--- config.mk ---
export PLATFORM = sky130hd
export DESIGN_NAME = lcd_serial_port
export DESIGN_NICKNAME = d
export VERILOG_FILES = /design/src/pkg/lcd_port_pkg.sv /design/src/logic/lcd_serial_port.sv /design/src/logic/pin_sync.sv
export SDC_FILE = /design/constraint.sdc
export NUM_CORES = 1
export LEC_CHECK = 0
export BUFFER_PORTS_ARGS = -buffer_cell sky130_fd_sc_hd__buf_2
export CAP_MARGIN = 20
export CORE_MARGIN = 5
export CORE_UTILIZATION = 31
export CTS_CLUSTER_SIZE = 20
export DETAILED_ROUTE_END_ITERATION = 8
export GPL_TIMING_DRIVEN = 0
export PLACE_DENSITY = 0.6
export SYNTH_ARGS = -nofsm -noshare
export SYNTH_HDL_FRONTEND = slang
export SYNTH_SLANG_ARGS = --single-unit
export TNS_END_PERCENT = 1
--- constraint.sdc ---
create_clock -name clk_sys_in -period 3.9 [get_ports clk_sys_in]
set_input_delay 0.39 -clock clk_sys_in [delete_from_list [all_inputs] [get_ports clk_sys_in]]
set_output_delay 0.39 -clock clk_sys_in [all_outputs]
set_load 0.02 [all_outputs]
--- src/pkg/lcd_port_pkg.sv ---
// Constants and types shared by the LCD driver serial receive port
package lcd_port_pkg;

   // Interface select codes, written as {interface_select_hi, interface_select_lo}
   localparam logic [1:0] MODE_IIC   = 2'h0;
   localparam logic [1:0] MODE_SPI3  = 2'h1;
   localparam logic [1:0] MODE_SPI4  = 2'h2;
   localparam logic [1:0] MODE_TYPEB = 2'h3;

   // Two-wire slave address and control byte fields
   localparam logic [6:0] SLAVE_ADDR  = 7'h3E;
   localparam int         CONT_BIT    = 7;
   localparam int         DC_BIT      = 6;
   localparam logic       WRITE_DIR   = 1'h0;

   // Bit counts
   localparam logic [3:0] BYTE_BITS   = 4'h8;
   localparam logic [3:0] SPI4_LAST   = 4'h7;
   localparam logic [3:0] SPI3_LAST   = 4'h8;

   // Display RAM pointer
   localparam int         PTR_W       = 6;
   localparam logic [5:0] PTR_RESET   = 6'h00;

   // Pin synchroniser layout and idle levels
   localparam int         SYNC_W      = 6;
   localparam logic [5:0] SYNC_RESET  = 6'h3F;
   localparam int         S_CSB       = 0;
   localparam int         S_CLK       = 1;
   localparam int         S_DATA      = 2;
   localparam int         S_DC        = 3;
   localparam int         S_IF_LO     = 4;
   localparam int         S_IF_HI     = 5;

   // Two-wire receiver states
   typedef enum logic [2:0] {
      I_IDLE,
      I_ADDR,
      I_CTRL,
      I_ONE,
      I_STREAM,
      I_SKIP
   } iic_state_t;

endpackage

--- src/logic/lcd_serial_port.sv ---
// Serial receive port of a segment LCD driver: 4-line, 3-line and two-wire links
//
// How it works
// - Select 0/1 runs 4-line mode; control line high at 8th rise means data.
// - Control line low at 8th rise in 4-line mode marks the byte as a command.
// - Select 1/0 runs 3-line mode; first bit is data/command flag, eight bits follow.
// - Chip select rising mid-byte drops the partial byte; host resends it whole.
// - Chip select high clears the bit counter and shift register.
// - Both select pins low makes the port a write-only two-wire bus slave.
// - One bit per clock pulse; data changing while clock is high is a condition.
// - Data falling while clock is high is a START and opens a transaction.
// - Data rising while clock is high is a STOP and ends the transaction.
// - Addressed slave pulls data low through the whole ninth clock high phase.
// - Only slave address 0111110 after a START is answered.
// - A mismatched address gets no acknowledge and the rest is ignored.
// - Every control and data byte received while addressed is acknowledged.
// - Continuation flag clear: all bytes up to STOP or restart are data.
// - Continuation flag set: one data byte, then another control byte.
// - Control flag 1: bytes go to display RAM, pointer advances after each.
// - Control flag 0: bytes are passed to the instruction decoder.
// - Direction bit must be write; reads are never supported.
// - SPI modes sample the data line on each rising write clock edge.
// - Chip select high disables and reinitialises the SPI receiver.
`timescale 1ns/1ps
module lcd_serial_port (
   // Clock, reset, enable
   input  wire logic                          clk_sys_in,
   input  wire logic                          resetn_in,
   input  wire logic                          clk_en_in,
   // Link pins
   input  wire logic                          chip_select_bar_in,
   input  wire logic                          write_clock_in,
   input  wire logic                          data_in,
   input  wire logic                          data_command_select_in,
   input  wire logic                          interface_select_lo_in,
   input  wire logic                          interface_select_hi_in,
   output logic                               data_out,
   output logic                               data_oe_out,
   // Display RAM write side
   input  wire logic                          ptr_load_in,
   input  wire logic [lcd_port_pkg::PTR_W-1:0] ptr_value_in,
   output logic                               ram_wr_out,
   output logic      [lcd_port_pkg::PTR_W-1:0] ram_addr_out,
   output logic      [7:0]                    ram_data_out,
   // Instruction decoder side
   output logic                               cmd_valid_out,
   output logic      [7:0]                    cmd_byte_out,
   // Status
   output logic                               addressed_out,
   output logic                               discard_out
);

   logic [lcd_port_pkg::SYNC_W-1:0] sync_s;
   logic                            csb_s;
   logic                            clk_s;
   logic                            sda_s;
   logic                            dc_s;
   logic [1:0]                      mode_s;
   logic                            clk_prev_q;
   logic                            sda_prev_q;
   logic                            csb_prev_q;
   logic                            clk_rise;
   logic                            clk_fall;
   logic                            start_det;
   logic                            stop_det;
   logic                            spi_mode;
   logic [3:0]                      spi_last;
   logic [3:0]                      spi_cnt_q;
   logic [7:0]                      spi_sh_q;
   logic                            spi_flag_q;
   logic                            spi_done;
   logic [7:0]                      spi_byte;
   logic                            spi_kind;
   lcd_port_pkg::iic_state_t        state_q;
   logic [3:0]                      bit_cnt_q;
   logic [7:0]                      iic_sh_q;
   logic                            ack_phase_q;
   logic                            ack_q;
   logic                            dc_q;
   logic                            byte_end;
   logic                            iic_emit;
   logic                            ev_valid;
   logic [7:0]                      ev_byte;
   logic                            ev_kind;
   logic [lcd_port_pkg::PTR_W-1:0]  ptr_q;

   // Address byte accepted only for our address with write direction
   function automatic logic addr_match(input logic [7:0] b);
      addr_match = (b[7:1] == lcd_port_pkg::SLAVE_ADDR) && (b[0] == lcd_port_pkg::WRITE_DIR);
   endfunction

   // Every pin is synchronised before any logic reads it
   pin_sync #(
      .W         (lcd_port_pkg::SYNC_W),
      .RESET_VAL (lcd_port_pkg::SYNC_RESET)
   ) u_sync (
      .clk_sys_in (clk_sys_in),
      .resetn_in  (resetn_in),
      .clk_en_in  (clk_en_in),
      .pins_in    ({interface_select_hi_in, interface_select_lo_in,
                    data_command_select_in, data_in, write_clock_in,
                    chip_select_bar_in}),
      .sync_out   (sync_s)
   );

   assign csb_s  = sync_s[lcd_port_pkg::S_CSB];
   assign clk_s  = sync_s[lcd_port_pkg::S_CLK];
   assign sda_s  = sync_s[lcd_port_pkg::S_DATA];
   assign dc_s   = sync_s[lcd_port_pkg::S_DC];
   assign mode_s = {sync_s[lcd_port_pkg::S_IF_HI], sync_s[lcd_port_pkg::S_IF_LO]};

   // Previous levels for edge and condition detection
   always_ff @(posedge clk_sys_in) begin
      if (!resetn_in) begin
         clk_prev_q <= 1'h1;
         sda_prev_q <= 1'h1;
         csb_prev_q <= 1'h1;
      end else if (clk_en_in) begin
         clk_prev_q <= clk_s;
         sda_prev_q <= sda_s;
         csb_prev_q <= csb_s;
      end
   end

   // Edges of the link clock and bus conditions while the clock stays high
   assign clk_rise  = clk_s & ~clk_prev_q;
   assign clk_fall  = ~clk_s & clk_prev_q;
   assign start_det = clk_s & clk_prev_q & sda_prev_q & ~sda_s;
   assign stop_det  = clk_s & clk_prev_q & ~sda_prev_q & sda_s;

   // SPI mode decode and length of one frame
   assign spi_mode = (mode_s == lcd_port_pkg::MODE_SPI4) || (mode_s == lcd_port_pkg::MODE_SPI3);
   assign spi_last = (mode_s == lcd_port_pkg::MODE_SPI3) ? lcd_port_pkg::SPI3_LAST
                                                         : lcd_port_pkg::SPI4_LAST;

   // SPI shifter: cleared by chip select, sampled on rising write clock
   always_ff @(posedge clk_sys_in) begin
      if (!resetn_in) begin
         spi_cnt_q  <= 4'h0;
         spi_sh_q   <= 8'h00;
         spi_flag_q <= 1'h0;
      end else if (clk_en_in) begin
         if (!spi_mode || csb_s) begin
            spi_cnt_q  <= 4'h0;
            spi_sh_q   <= 8'h00;
            spi_flag_q <= 1'h0;
         end else if (clk_rise) begin
            if (mode_s == lcd_port_pkg::MODE_SPI3 && spi_cnt_q == 4'h0) begin
               spi_flag_q <= sda_s;
               spi_cnt_q  <= 4'h1;
            end else begin
               spi_sh_q <= {spi_sh_q[6:0], sda_s};
               if (spi_cnt_q == spi_last) begin
                  spi_cnt_q <= 4'h0;
               end else begin
                  spi_cnt_q <= spi_cnt_q + 4'h1;
               end
            end
         end
      end
   end

   // A complete SPI byte; the 4-line tag is the control line at the 8th rise
   assign spi_done = spi_mode & ~csb_s & clk_rise & (spi_cnt_q == spi_last);
   assign spi_byte = {spi_sh_q[6:0], sda_s};
   assign spi_kind = (mode_s == lcd_port_pkg::MODE_SPI4) ? dc_s : spi_flag_q;

   // Partial SPI byte abandoned by chip select
   always_ff @(posedge clk_sys_in) begin
      if (!resetn_in) begin
         discard_out <= 1'h0;
      end else if (clk_en_in) begin
         discard_out <= spi_mode & csb_s & ~csb_prev_q & (spi_cnt_q != 4'h0);
      end
   end

   // Two-wire byte boundary: falling clock after eight bits
   assign byte_end = clk_fall & ~ack_phase_q & (bit_cnt_q == lcd_port_pkg::BYTE_BITS);
   assign iic_emit = byte_end & ((state_q == lcd_port_pkg::I_ONE) ||
                                 (state_q == lcd_port_pkg::I_STREAM));

   // Two-wire receiver: conditions, bit shifting and byte sequencing
   always_ff @(posedge clk_sys_in) begin
      if (!resetn_in) begin
         state_q     <= lcd_port_pkg::I_IDLE;
         bit_cnt_q   <= 4'h0;
         iic_sh_q    <= 8'h00;
         ack_phase_q <= 1'h0;
         ack_q       <= 1'h0;
         dc_q        <= 1'h0;
      end else if (clk_en_in) begin
         if (mode_s != lcd_port_pkg::MODE_IIC) begin
            state_q     <= lcd_port_pkg::I_IDLE;
            bit_cnt_q   <= 4'h0;
            ack_phase_q <= 1'h0;
            ack_q       <= 1'h0;
         end else if (start_det) begin
            state_q     <= lcd_port_pkg::I_ADDR;
            bit_cnt_q   <= 4'h0;
            ack_phase_q <= 1'h0;
            ack_q       <= 1'h0;
         end else if (stop_det) begin
            state_q     <= lcd_port_pkg::I_IDLE;
            bit_cnt_q   <= 4'h0;
            ack_phase_q <= 1'h0;
            ack_q       <= 1'h0;
         end else if (state_q == lcd_port_pkg::I_IDLE) begin
            bit_cnt_q <= 4'h0;
         end else if (clk_rise && !ack_phase_q && bit_cnt_q != lcd_port_pkg::BYTE_BITS) begin
            iic_sh_q  <= {iic_sh_q[6:0], sda_s};
            bit_cnt_q <= bit_cnt_q + 4'h1;
         end else if (clk_fall && ack_phase_q) begin
            ack_phase_q <= 1'h0;
            ack_q       <= 1'h0;
         end else if (byte_end) begin
            ack_phase_q <= 1'h1;
            bit_cnt_q   <= 4'h0;
            case (state_q)
               lcd_port_pkg::I_ADDR: begin
                  if (addr_match(iic_sh_q)) begin
                     ack_q   <= 1'h1;
                     state_q <= lcd_port_pkg::I_CTRL;
                  end else begin
                     state_q <= lcd_port_pkg::I_SKIP;
                  end
               end
               lcd_port_pkg::I_CTRL: begin
                  ack_q <= 1'h1;
                  dc_q  <= iic_sh_q[lcd_port_pkg::DC_BIT];
                  if (iic_sh_q[lcd_port_pkg::CONT_BIT]) begin
                     state_q <= lcd_port_pkg::I_ONE;
                  end else begin
                     state_q <= lcd_port_pkg::I_STREAM;
                  end
               end
               lcd_port_pkg::I_ONE: begin
                  ack_q   <= 1'h1;
                  state_q <= lcd_port_pkg::I_CTRL;
               end
               lcd_port_pkg::I_STREAM: begin
                  ack_q <= 1'h1;
               end
               default: begin
                  ack_q <= 1'h0;
               end
            endcase
         end
      end
   end

   // Open-drain data pin: only ever pulls low, enable high while acknowledging
   always_ff @(posedge clk_sys_in) begin
      if (!resetn_in) begin
         data_out    <= 1'h0;
         data_oe_out <= 1'h0;
      end else if (clk_en_in) begin
         data_out    <= 1'h0;
         data_oe_out <= ack_q;
      end
   end

   // Merge byte events from both receivers
   assign ev_valid = spi_done | iic_emit;
   assign ev_byte  = spi_done ? spi_byte : iic_sh_q;
   assign ev_kind  = spi_done ? spi_kind : dc_q;

   // Display RAM pointer: a load from the decoder wins over auto increment
   always_ff @(posedge clk_sys_in) begin
      if (!resetn_in) begin
         ptr_q <= lcd_port_pkg::PTR_RESET;
      end else if (clk_en_in) begin
         if (ptr_load_in) begin
            ptr_q <= ptr_value_in;
         end else if (ev_valid && ev_kind) begin
            ptr_q <= ptr_q + 6'h01;
         end
      end
   end

   // Byte delivery to display RAM or instruction decoder
   always_ff @(posedge clk_sys_in) begin
      if (!resetn_in) begin
         ram_wr_out    <= 1'h0;
         ram_addr_out  <= lcd_port_pkg::PTR_RESET;
         ram_data_out  <= 8'h00;
         cmd_valid_out <= 1'h0;
         cmd_byte_out  <= 8'h00;
      end else if (clk_en_in) begin
         ram_wr_out    <= ev_valid & ev_kind;
         cmd_valid_out <= ev_valid & ~ev_kind;
         if (ev_valid && ev_kind) begin
            ram_addr_out <= ptr_q;
            ram_data_out <= ev_byte;
         end
         if (ev_valid && !ev_kind) begin
            cmd_byte_out <= ev_byte;
         end
      end
   end

   // Addressed status of the two-wire slave
   always_ff @(posedge clk_sys_in) begin
      if (!resetn_in) begin
         addressed_out <= 1'h0;
      end else if (clk_en_in) begin
         addressed_out <= (state_q == lcd_port_pkg::I_CTRL) ||
                          (state_q == lcd_port_pkg::I_ONE) ||
                          (state_q == lcd_port_pkg::I_STREAM);
      end
   end

   // Checks on the receive behaviour
   property p_csb_clear;
      @(posedge clk_sys_in) disable iff (!resetn_in || !clk_en_in)
      (spi_mode && csb_s) |=> (spi_cnt_q == 4'h0 && spi_sh_q == 8'h00);
   endproperty
   a_csb_clear: assert property (p_csb_clear) else $error("SPI state not cleared");

   property p_discard;
      @(posedge clk_sys_in) disable iff (!resetn_in || !clk_en_in)
      (spi_mode && csb_s && !csb_prev_q && spi_cnt_q != 4'h0) |=> discard_out && !ram_wr_out;
   endproperty
   a_discard: assert property (p_discard) else $error("Partial byte not dropped");

   property p_spi4_kind;
      @(posedge clk_sys_in) disable iff (!resetn_in || !clk_en_in)
      (spi_done && mode_s == lcd_port_pkg::MODE_SPI4) |=> (ram_wr_out == $past(dc_s));
   endproperty
   a_spi4_kind: assert property (p_spi4_kind) else $error("4-line tag wrong");

   property p_spi3_kind;
      @(posedge clk_sys_in) disable iff (!resetn_in || !clk_en_in)
      (spi_done && mode_s == lcd_port_pkg::MODE_SPI3) |=> (cmd_valid_out == !$past(spi_flag_q));
   endproperty
   a_spi3_kind: assert property (p_spi3_kind) else $error("3-line tag wrong");

   property p_start;
      @(posedge clk_sys_in) disable iff (!resetn_in || !clk_en_in)
      (mode_s == lcd_port_pkg::MODE_IIC && start_det) |=> state_q == lcd_port_pkg::I_ADDR;
   endproperty
   a_start: assert property (p_start) else $error("START not seen");

   property p_stop;
      @(posedge clk_sys_in) disable iff (!resetn_in || !clk_en_in)
      (mode_s == lcd_port_pkg::MODE_IIC && stop_det && !start_det)
         |=> state_q == lcd_port_pkg::I_IDLE ##1 !addressed_out;
   endproperty
   a_stop: assert property (p_stop) else $error("STOP not seen");

   property p_nack;
      @(posedge clk_sys_in) disable iff (!resetn_in || !clk_en_in)
      (byte_end && state_q == lcd_port_pkg::I_ADDR && !addr_match(iic_sh_q))
         |=> !ack_q ##1 !data_oe_out;
   endproperty
   a_nack: assert property (p_nack) else $error("Foreign address acknowledged");

   property p_ack;
      @(posedge clk_sys_in) disable iff (!resetn_in || !clk_en_in)
      (byte_end && !start_det && !stop_det && mode_s == lcd_port_pkg::MODE_IIC &&
       state_q == lcd_port_pkg::I_ADDR && addr_match(iic_sh_q)) |=> ##1 data_oe_out;
   endproperty
   a_ack: assert property (p_ack) else $error("Own address not acknowledged");

   property p_oe_iic;
      @(posedge clk_sys_in) disable iff (!resetn_in || !clk_en_in)
      ack_q |-> mode_s == lcd_port_pkg::MODE_IIC || $past(mode_s) == lcd_port_pkg::MODE_IIC;
   endproperty
   a_oe_iic: assert property (p_oe_iic) else $error("Pin driven outside two-wire mode");

   property p_ptr_inc;
      @(posedge clk_sys_in) disable iff (!resetn_in || !clk_en_in)
      (ram_wr_out && !$past(ptr_load_in)) |-> ptr_q == ram_addr_out + 6'h01;
   endproperty
   a_ptr_inc: assert property (p_ptr_inc) else $error("Pointer did not advance");

   property p_one_data;
      @(posedge clk_sys_in) disable iff (!resetn_in || !clk_en_in)
      (iic_emit && state_q == lcd_port_pkg::I_ONE && !start_det && !stop_det)
         |=> state_q == lcd_port_pkg::I_CTRL;
   endproperty
   a_one_data: assert property (p_one_data) else $error("Control byte not expected");

   // Main scenarios
   c_spi4_data: cover property (@(posedge clk_sys_in) ram_wr_out && mode_s == 2'h2);
   c_spi3_cmd: cover property (@(posedge clk_sys_in) cmd_valid_out && mode_s == 2'h1);
   c_iic_stream: cover property (@(posedge clk_sys_in)
      state_q == lcd_port_pkg::I_STREAM && ram_wr_out);
   c_iic_skip: cover property (@(posedge clk_sys_in) state_q == lcd_port_pkg::I_SKIP);

endmodule // lcd_serial_port

--- src/logic/pin_sync.sv ---
// Two-flop synchroniser bank for the asynchronous pin inputs
`timescale 1ns/1ps
module pin_sync #(
   parameter int         W         = 1,
   parameter logic [W-1:0] RESET_VAL = '0
) (
   // Clock, reset, enable
   input  wire logic         clk_sys_in,
   input  wire logic         resetn_in,
   input  wire logic         clk_en_in,
   // Pins and synchronised levels
   input  wire logic [W-1:0] pins_in,
   output logic      [W-1:0] sync_out
);

   genvar g;

   // One two-stage chain per pin; only the second stage is visible
   generate
      for (g = 0; g < W; g = g + 1) begin : g_chain
         logic meta_q;
         logic stab_q;
         always_ff @(posedge clk_sys_in) begin
            if (!resetn_in) begin
               meta_q <= RESET_VAL[g];
               stab_q <= RESET_VAL[g];
            end else if (clk_en_in) begin
               meta_q <= pins_in[g];
               stab_q <= meta_q;
            end
         end
         assign sync_out[g] = stab_q;
      end
   endgenerate

endmodule // pin_sync

==> flow_summary_export.csv, run 1 <==
group,metric,value,unit
placed_design,place_congestion,0.898,
synthesis,yosysWarnings,0,
synthesis,synthMuxAreaShare,11.2,%
routing,wire_per_inst,15.0,µm
floorplanning,pin_count,44,
clocking,postCtsHoldBufs,0,
synthesis,synth_edf_count,0,
routing,dr.pass1.iters,5,
synthesis,synth_xor_xnor_area_share,0.243,%
synthesis,yosysUniqueCellTypes,59,
routing,routed_wl,9030,µm
synthesis,synth_top_family_by_area,"simple AND/OR/NAND/NOR gates",
power_and_ir_drop,ir_drop,178,µV
clocking,clockBufferDepth,2,
floorplanning,core_area,0.0114,mm²
clocking,clk_latency,330,ps
clocking,post_cts_buffers,0,
timing,fin_tns_setup,0,ps
grt,grt_pass1_vias,3009,
synthesis,synthArstFlopShare,0,%
layout,finalInstanceArea,0.00431,mm²
floorplanning,fp.dieH,118,µm
synthesis,synth_compound_area_share,18.5,%
grt,antenna_found_initial,0,
routing,ant_nets,0,
timing,min_period_over_period,62.7,%
grt,grt_max_degree,14,
grt,grt_pass1_wl,14800,µm
floorplanning,rows,39,
routing,routed_via_density,5.15,
synthesis,synth_adder_area_share,2.77,%
synthesis,synth-simple-area-share,18.6,%
placed_design,dp_hpwl,6670,µm
grt,grtUsageTotal,13.0,%
placed_design,place_area,0.00399,mm²
setup_path,criticalPathCategory,"register to register",
floorplanning,fp.dieW,118,µm
power_and_ir_drop,power-per-cell-area,416,mW/mm²
power_and_ir_drop,p_total,1.79,mW
synthesis,postSynthCellCount,404,
layout,area_delta_synth_final,19.4,%
power_and_ir_drop,leakagePower,1.73,nW
synthesis,synthesis.nets,428,
timing,rsz0062_at_grt,"no",
routing,first_iter_violations,218,
synthesis,synth_ff_type,"dfxtp_1",
hold_path,min_path_type,"input pin to register",
placed_design,io_buffers,41,
job,drv_cap,0,
timing,slew_viol_final,0,
setup_path,arrival,2640,ps
setup_path,worstSetupStartpointType,"register",
setup_path,cp_top_family,"compound AO/OA/AOI/OAI gates",
setup_path,slowest_stage,"o32ai_1",
timing,period_needed,2450,ps
timing,fmax,409,MHz
clocking,root_buffer,"clkbuf_16",
timing,slew-limit-headroom,52.1,%
routing,drc,0,
clocking,cts_inserted_buffers,9,
layout,drive_gt1_share,16.5,%
clocking,cts_tree,"yes",
setup_path,cp_slowest_stage_delay,590,ps
timing,worst_pin_slew,719,ps
synthesis,ys_seq_area_share,43.3,%
clocking,cts.sinks,78,
synthesis,syn_area,0.00361,mm²
floorplanning,initial_utilization,31.6,%
hold_path,holdCritStartpoint,"data_in",
routing,via_count,3111,
clocking,htreeDepth,3,
layout,fin_nets,480,
clocking,path_clk_slew,60,ps
grt,grt-ovfl-total,0,
layout,n_antenna_cell,0,
setup_path,worstSetupStartpoint,"u_sync.g_chain[5].stab_q$_SDFFE_PN1P_",
run_status,status,"complete, no violations",
floorplanning,dieArea,0.0139,mm²
setup_path,endpoint_kind,"register",
setup_path,reg2reg_slack,1450,ps
timing,finalSetupViolCount,0,
timing,hold_viol,0,
setup_path,cp_num_buf_inv,1,
synthesis,avgSynthCellArea,8.93,µm²
synthesis,ys_ff_latch,78,
setup_path,worstPathRequired,4100,ps
setup_path,r2r_start,"u_sync.g_chain[5].stab_q$_SDFFE_PN1P_",
setup_path,worstPathMaxFanout,8,
timing,finalClockSkew,7.29,ps
clocking,post_cts_resized,0,
setup_path,cp_cell_sequence,"inv_1 -> ha_1 -> o32ai_1 -> nand2_1 -> mux2i_1 -> a21oi_1",
## flip-flops by register name (all words and copies together) (netlist names), 3 cells and up
name and count:
spi_cnt_q 4, spi_sh_q 7, iic_sh_q 8, ram_addr_out 6, cmd_byte_out 8, state_q 3
u_sync.g_chain.meta_q 6, bit_cnt_q 4, u_sync.g_chain.stab_q 6, ram_data_out 8, ptr_q 6
## worst reg2reg max path: stages (launching register included)
cell	delay, ps
dfxtp_1	340
inv_1	90
ha_1	270
o32ai_1	590
nand2_1	500
mux2i_1	430
a21oi_1	110
## layout make-up
cell class	instances	area, µm²
fill	1183	7110
multi-input combinational	288	1860
inverter	12	45.0
tap	143	179
clock inverter	5	82.6
sequential	78	1560
buffer	26	146
timing repair buffer	41	205
clock buffer	11	233
## kinds of logic after synthesis
| family | after synthesis |
|---|---|
| flops | 78 |
| compound gates | 106 |
| simple gates | 132 |
| buf+inv | 38 |
| fa+ha+maj | 8 |
| mux | 40 |
| other cells | 1 |
| xor+xnor | 1 |
## worst paths after layout
kind | end | depth (start not counted)
worst max register to register | ram_data_out[6]$_SDFFE_PN0P_ | 6
worst min register to register | csb_prev_q$_SDFFE_PN1P_ | 2
worst min-delay path | u_sync.g_chain[2].meta_q$_SDFFE_PN1P_ | 3
worst max-delay path | ram_data_out[6]$_SDFFE_PN0P_ | 6
## metal layers
layer | up-vias | global-route usage, % | wire, µm
met1 | 1454 | 16.7 | 4280
met5 | - | 0 | 0
met2 | 82 | 21.5 | 4230
li1 | 1561 | - | -
met3 | 14 | 2.79 | 364
met4 | 0 | 4.66 | 159
## power by group
| part | switching [mW] | leakage (nW) | total (mW) | internal [mW] |
|---|---|---|---|---|
| Combinational | 0.0602 | 0.945 | 0.0974 | 0.0371 |
| Clock | 0.313 | 0.154 | 0.875 | 0.563 |
| Sequential | 0.0107 | 0.632 | 0.820 | 0.809 |
## cell usage in the layout (no fill, tap or decap), drive strengths merged, types with 3 or more instances in the layout
cell type	netlist	layout
a21oi	32	32
o211ai	12	12
clkbuf	19	30
nor3	6	6
mux2i	38	38
inv	11	12
a22oi	6	6
a31oi	6	6
dfxtp	78	78
o21ai	33	33
nand2	39	39
nand4b	3	3
ha	8	8
nand2b	3	3
nor4	3	3
buf	7	48
nor2	40	40
nand3b	3	3
nand3	11	11
clkinv	1	3
nand4	6	6
## through the flow
step                      cells  util (%)  hold WS (ps)  setup slack, ps
after floorplan             404         -           429             1730
after global routing        604      37.7           285             1240
after global placement      588      35.0           449             1570
after CTS                   604      37.7           272             1490
final                       604      37.7           280             1450
after detailed placement    588      35.0           452             1510
## synthesized netlist by cell type, types with 2 or more instances
cell type / instances / area [µm²]
buf_4: 2 / 15.0
nand4bb_1: 2 / 22.5
nor4bb_1: 2 / 20.0
o211ai_1: 12 / 90.1
nand4_1: 6 / 37.5
a32oi_1: 2 / 17.5
nor2_1: 40 / 150
and3b_1: 2 / 17.5
mux2i_1: 38 / 380
nor3_1: 6 / 30.0
nand4b_1: 3 / 26.3
buf_2: 2 / 10.0
buf_1: 2 / 7.51
nand2_1: 39 / 146
o32a_1: 2 / 20.0
o21ai_0: 31 / 155
nor4_1: 3 / 18.8
a31oi_1: 6 / 37.5
o31ai_1: 2 / 15.0
clkbuf_8: 3 / 41.3
a22oi_1: 6 / 45.0
a21oi_1: 32 / 160
nand3_1: 11 / 55.1
dfxtp_1: 78 / 1560
nand3b_1: 3 / 22.5
inv_1: 11 / 41.3
clkbuf_1: 15 / 56.3
nand2b_1: 3 / 18.8
mux2_2: 2 / 22.5
ha_1: 8 / 100
nor3b_1: 2 / 15.0
(Power assumes the default switching activity.)
==> run 2, diff against run 1 <==
==> constraint.sdc (replaced) <==
create_clock -name clk_sys_in -period 2.3 [get_ports clk_sys_in]
set_input_delay 0.23 -clock clk_sys_in [delete_from_list [all_inputs] [get_ports clk_sys_in]]
set_output_delay 0.23 -clock clk_sys_in [all_outputs]
set_load 0.02 [all_outputs]
==> run 2 against run 1 <==
First-iteration DRC count is 4.6% lower. Non-clock buffer count grew 1. Die area is the same. Global-route usage about the same. Sequential cell count did not move. Largest power group unchanged. Sequential power grew 70%. Critical endpoint is now iic_sh_q[1]$_SDFFE_PN0P_. Utilization rose by 0.37 points. Clock power rose by 69%. Critical path depth rose by 3. Via count hardly changed. Power increased by 70%.
==> flow_summary_export.csv, run 2 (synthesis gave the netlist of run 1 again) <==
group,metric,value,unit
layout,final_common_cell,"dfxtp_1",
clocking,cts_tree,"yes",
grt,grt-ovfl-total,0,
run_status,status,"complete, no violations",
hold_path,min_path_type,"input pin to register",
timing,period_needed,2210,ps
setup_path,worstPathRequired,2500,ps
clocking,clockBufferDepth,2,
clocking,cts.sinks,78,
floorplanning,initial_utilization,31.6,%
setup_path,cp_cell_sequence,"inv_1 -> ha_1 -> and3b_1 -> clkbuf_2 -> or3_4 -> a2111oi_4 -> buf_6 -> mux2i_1 -> nor2_1",
floorplanning,fp.dieW,118,µm
setup_path,criticalPathCategory,"register to register",
setup_path,worstPathMaxFanout,8,
routing,ant_nets,0,
timing,fin_tns_setup,0,ps
routing,via_count,3113,
clocking,cts_inserted_buffers,9,
grt,antenna_found_initial,0,
placed_design,dp_hpwl,6670,µm
routing,dr.pass1.iters,5,
timing,fmax,453,MHz
layout,top_regs,"cmd_byte_out (8), iic_sh_q (8), ram_data_out (8)",
layout,n_antenna_cell,0,
power_and_ir_drop,ir_drop,301,µV
floorplanning,core_area,0.0114,mm²
routing,routed_wl,9100,µm
power_and_ir_drop,leakagePower,1.75,nW
placed_design,place_area,0.00399,mm²
routing,routed_via_density,5.15,
floorplanning,rows,39,
placed_design,place_congestion,0.898,
timing,finalClockSkew,7.25,ps
routing,first_iter_violations,208,
layout,final_cell_mix,"dfxtp_1 (76), buf_2 (42), nor2_1 (40)",
floorplanning,dieArea,0.0139,mm²
timing,hold_viol,0,
setup_path,endpoint_kind,"register",
layout,fin_nets,481,
floorplanning,fp.dieH,118,µm
floorplanning,pin_count,44,
setup_path,slowest_stage,"or3_4",
timing,slew-limit-headroom,53.7,%
timing,setup_ws,92.5,ps
timing,finalSetupViolCount,0,
grt,grt_max_degree,14,
clocking,postCtsHoldBufs,0,
timing,min_period_over_period,96.0,%
timing,slew_viol_final,0,
setup_path,cp_slowest_stage_delay,400,ps
setup_path,worstSetupStartpointType,"register",
job,drv_cap,0,
grt,grt_pass1_vias,3003,
placed_design,io_buffers,41,
clocking,path_clk_slew,60,ps
placed_design,pre_cts_slack,-90.6,ps
routing,drc,0,
setup_path,arrival,2410,ps
layout,finalInstanceArea,0.00435,mm²
layout,area_delta_synth_final,20.6,%
power_and_ir_drop,power-per-cell-area,698,mW/mm²
clocking,clk_latency,330,ps
clocking,root_buffer,"clkbuf_16",
grt,grtUsageTotal,13.0,%
timing,rsz0062_at_grt,"yes",
timing,worst_pin_slew,695,ps
clocking,htreeDepth,3,
routing,wire_per_inst,15.0,µm
layout,drive_gt1_share,18.2,%
grt,grt_pass1_wl,14900,µm
run 2: per-layer routing:
metal	vias to the layer above	global-route usage (%)	part of all wire (%)	routed length, µm
met5	-	0	0	0
met4	0	4.37	1.7	159
met3	16	2.74	3.6	332
met2	84	21.7	47	4310
met1	1447	16.7	47	4300
li1	1566	-	-	-
run 2: path summary, 6_finish.rpt:
check	from	end	slack [ps]	depth (start not counted)
worst max-delay path	bit_cnt_q[0]$_SDFFE_PN0P_	iic_sh_q[1]$_SDFFE_PN0P_	90	9
worst min-delay path	data_in	u_sync.g_chain[2].meta_q$_SDFFE_PN1P_	120	3
worst max register to register	bit_cnt_q[0]$_SDFFE_PN0P_	iic_sh_q[1]$_SDFFE_PN0P_	90	9
worst min register to register	csb_prev_q$_SDFFE_PN1P_	csb_prev_q$_SDFFE_PN1P_	460	2
run 2: timing repair:
item | in CTS | in global routing
gates resized for setup | 4 | 5
setup endpoints to repair | 15 | 24
gates cloned | 0 | 0
pin swaps | 1 | 0
buffers inserted | 1 | 0
run 2: layout make-up:
class	count	area, µm²
Inverter	12	45.0
Tap cell	143	179
Fill cell	1180	7070
Clock buffer	11	233
Multi-Input combinational cell	288	1880
Timing Repair Buffer	42	213
Buffer	26	150
Sequential cell	78	1560
Clock inverter	5	82.6
run 2: report_power, final:
part	switching, mW	total, mW	internal, mW
combinational	0.103	0.166	0.0629
sequential	0.0183	1.39	1.37
clock	0.529	1.48	0.954
run 2: worst max-delay path: cells and delay by family, from the launching register on:
kind	cells	cell delay, ps
adders and majority gates	1	200
and+or+nand+nor	3	620
AOI/OAI and AO/OA	1	250
buffers and inverters	3	400
muxes	1	220
DFF	1	360
run 2: per-stage QoR:
stage	total power, mW	std cells	util [%]	hold WS (ps)
2_1_floorplan	1.53	404	-	358
3_3_place_gp	1.58	588	35.0	447
3_5_place_dp	1.58	588	35.0	452
4_1_cts	3.07	605	37.8	112
5_1_grt	3.15	605	38.1	125
6_report	3.04	605	38.1	121
==> run 3, diff against run 2 <==
--- a/config.mk
+++ b/config.mk
@@ -12,7 +12,9 @@
 export CTS_CLUSTER_SIZE = 20
 export DETAILED_ROUTE_END_ITERATION = 8
 export GPL_TIMING_DRIVEN = 0
-export PLACE_DENSITY = 0.6
+export PLACE_DENSITY = 0.53
+export REMOVE_ABC_BUFFERS = 1
+export SLEW_MARGIN = 15
 export SYNTH_ARGS = -nofsm -noshare
 export SYNTH_HDL_FRONTEND = slang
 export SYNTH_SLANG_ARGS = --single-unit
==> run 3 against run 2 <==
Register-to-register slack improved by 50 ps. Global-route usage decreased by 0.63 points. Largest cell class unchanged. Routed wire length decreased by 8.0%.
==> flow_summary_export.csv, run 3 (synthesis gave the netlist of run 1 again) <==
group,metric,value,unit
run_status,status,"complete, no violations",
floorplanning,dieArea,0.0139,mm²
clocking,htreeDepth,3,
clocking,cts.sinks,78,
setup_path,cp_slowest_stage_delay,590,ps
grt,grt_pass1_wl,14500,µm
layout,fin_nets,457,
floorplanning,rows,39,
layout,area_delta_synth_final,16.5,%
routing,drc,0,
layout,drive_gt1_share,17.4,%
routing,ant_nets,0,
setup_path,cp_top_family,"buffers and inverters",
grt,grt_pass1_vias,2949,
layout,multi_input_comb_area,0.00190,mm²
setup_path,endpoint_kind,"register",
timing,finalSetupViolCount,0,
timing,setup_ws,132,ps
floorplanning,fp.dieW,118,µm
setup_path,slowest_stage,"buf_2",
grt,grtUsageTotal,12.4,%
timing,fmax,461,MHz
routing,routed_via_density,5.16,
clocking,postCtsHoldBufs,0,
placed_design,place_area,0.00387,mm²
timing,slew_viol_final,0,
layout,finalInstanceArea,0.00420,mm²
grt,grt_max_degree,50,
placed_design,dp.cells,564,
routing,via_count,2995,
layout,final_common_cell,"dfxtp_1",
setup_path,worstSetupStartpointType,"input pin",
timing,rsz0062_at_grt,"yes",
timing,worst_pin_slew,829,ps
timing,period_needed,2170,ps
power_and_ir_drop,power-per-cell-area,673,mW/mm²
placed_design,pre_cts_slack,-572,ps
timing,hold_viol,0,
routing,wire_per_inst,14.4,µm
layout,nFillCells,1214,
floorplanning,core_area,0.0114,mm²
layout,seq_area,0.00156,mm²
placed_design,place_congestion,0.850,
layout,final_cell_mix,"dfxtp_1 (78), buf_2 (42), nor2_1 (40)",
clocking,clockBufferDepth,2,
setup_path,criticalPathCategory,"input pin to register",
grt,antenna_found_initial,0,
setup_path,cp_cell_sequence,"buf_2 -> clkinv_1 -> a21o_1 -> a41o_1 -> a22oi_1 -> nor2_1",
layout,n_antenna_cell,0,
placed_design,io_buffers,42,
power_and_ir_drop,leakagePower,1.66,nW
hold_path,min_path_type,"input pin to register",
clocking,root_buffer,"clkbuf_16",
clocking,cts_inserted_buffers,9,
timing,finalClockSkew,8.54,ps
layout,postLayoutCoreUtil,36.8,%
routing,first_iter_violations,109,
clocking,clk_latency,330,ps
timing,slew-limit-headroom,44.8,%
job,drv_cap,0,
routing,dr.pass1.iters,4,
setup_path,worstPathRequired,2500,ps
setup_path,worstPathMaxFanout,35,
floorplanning,fp.dieH,118,µm
layout,fin_cells,580,
clocking,path_clk_slew,60,ps
clocking,cts_tree,"yes",
power_and_ir_drop,ir_drop,349,µV
placed_design,dp_hpwl,5640,µm
floorplanning,initial_utilization,31.6,%
layout,top_regs,"cmd_byte_out (8), iic_sh_q (8), ram_data_out (8)",
routing,routed_wl,8370,µm
grt,grt-ovfl-total,0,
floorplanning,pin_count,44,
setup_path,cp_num_buf_inv,2,
timing,min_period_over_period,94.3,%
setup_path,arrival,2370,ps
-- run 3: report_power, final --
group	switching, mW	internal (mW)
combinational	0.0926	0.0534
clock	0.541	0.750
sequential	0.0200	1.37
-- run 3: area by class of cell --
| cell class | count | share of cell area [%] |
|---|---|---|
| repair buffers | 44 | 5.95 |
| well taps | 143 | 4.26 |
| flip-flops and latches | 78 | 37.1 |
| multi-input cells | 288 | 45.2 |
| inverters | 12 | 1.07 |
| clock buffers | 11 | 5.77 |
| clock inverters | 4 | 0.565 |
-- run 3: path summary, 6_finish.rpt --
| check | startpoint | end | slack, ps | cells after the start |
|---|---|---|---|---|
| max | clk_en_in | spi_sh_q[2]$_SDFFE_PN0P_ | 130 | 6 |
| min | data_command_select_in | u_sync.g_chain[3].meta_q$_SDFFE_PN1P_ | 110 | 3 |
| max reg2reg | u_sync.g_chain[5].stab_q$_SDFFE_PN1P_ | ram_addr_out[3]$_SDFFE_PN0P_ | 140 | 8 |
| min reg2reg | spi_sh_q[6]$_SDFFE_PN0P_ | spi_sh_q[6]$_SDFFE_PN0P_ | 450 | 2 |
-- run 3: routing by layer --
| layer | vias up | GRT usage, % | part of all wire, % | wire length, µm |
|---|---|---|---|---|
| li1 | 1511 | - | - | - |
| met1 | 1420 | 16.5 | 49 | 4130 |
| met2 | 55 | 19.4 | 45 | 3800 |
| met3 | 9 | 3.03 | 3.7 | 310 |
| met4 | 0 | 4.73 | 1.6 | 136 |
| met5 | - | 0 | 0 | 0 |
-- run 3: what timing repair did --
action,CTS,global route
setup buffers,1,0
endpoints found under the setup margin,12,31
hold endpoints to repair,0,0
gates cloned,0,0
pin swaps,1,0
gates resized for setup,1,7
-- run 3: worst register-to-register path: cells and delay by family, from the launching register on --
family,cells,cell delay [ps]
compound gates,2,650
fa+ha+maj,1,300
buf+inv,2,340
flops,1,310
mux,1,190
simple gates,2,230
-- run 3: through the flow --
| step | hold slack, ps | setup TNS [ps] | power, mW |
|---|---|---|---|
| floorplan | 292 | -324 | 1.50 |
| global placement | 438 | -15760 | 1.56 |
| detailed placement | 444 | -10650 | 1.57 |
| CTS | 103 | 0 | 2.86 |
| global route | 127 | -76.6 | 2.95 |
| finish | 111 | 0 | 2.83 |
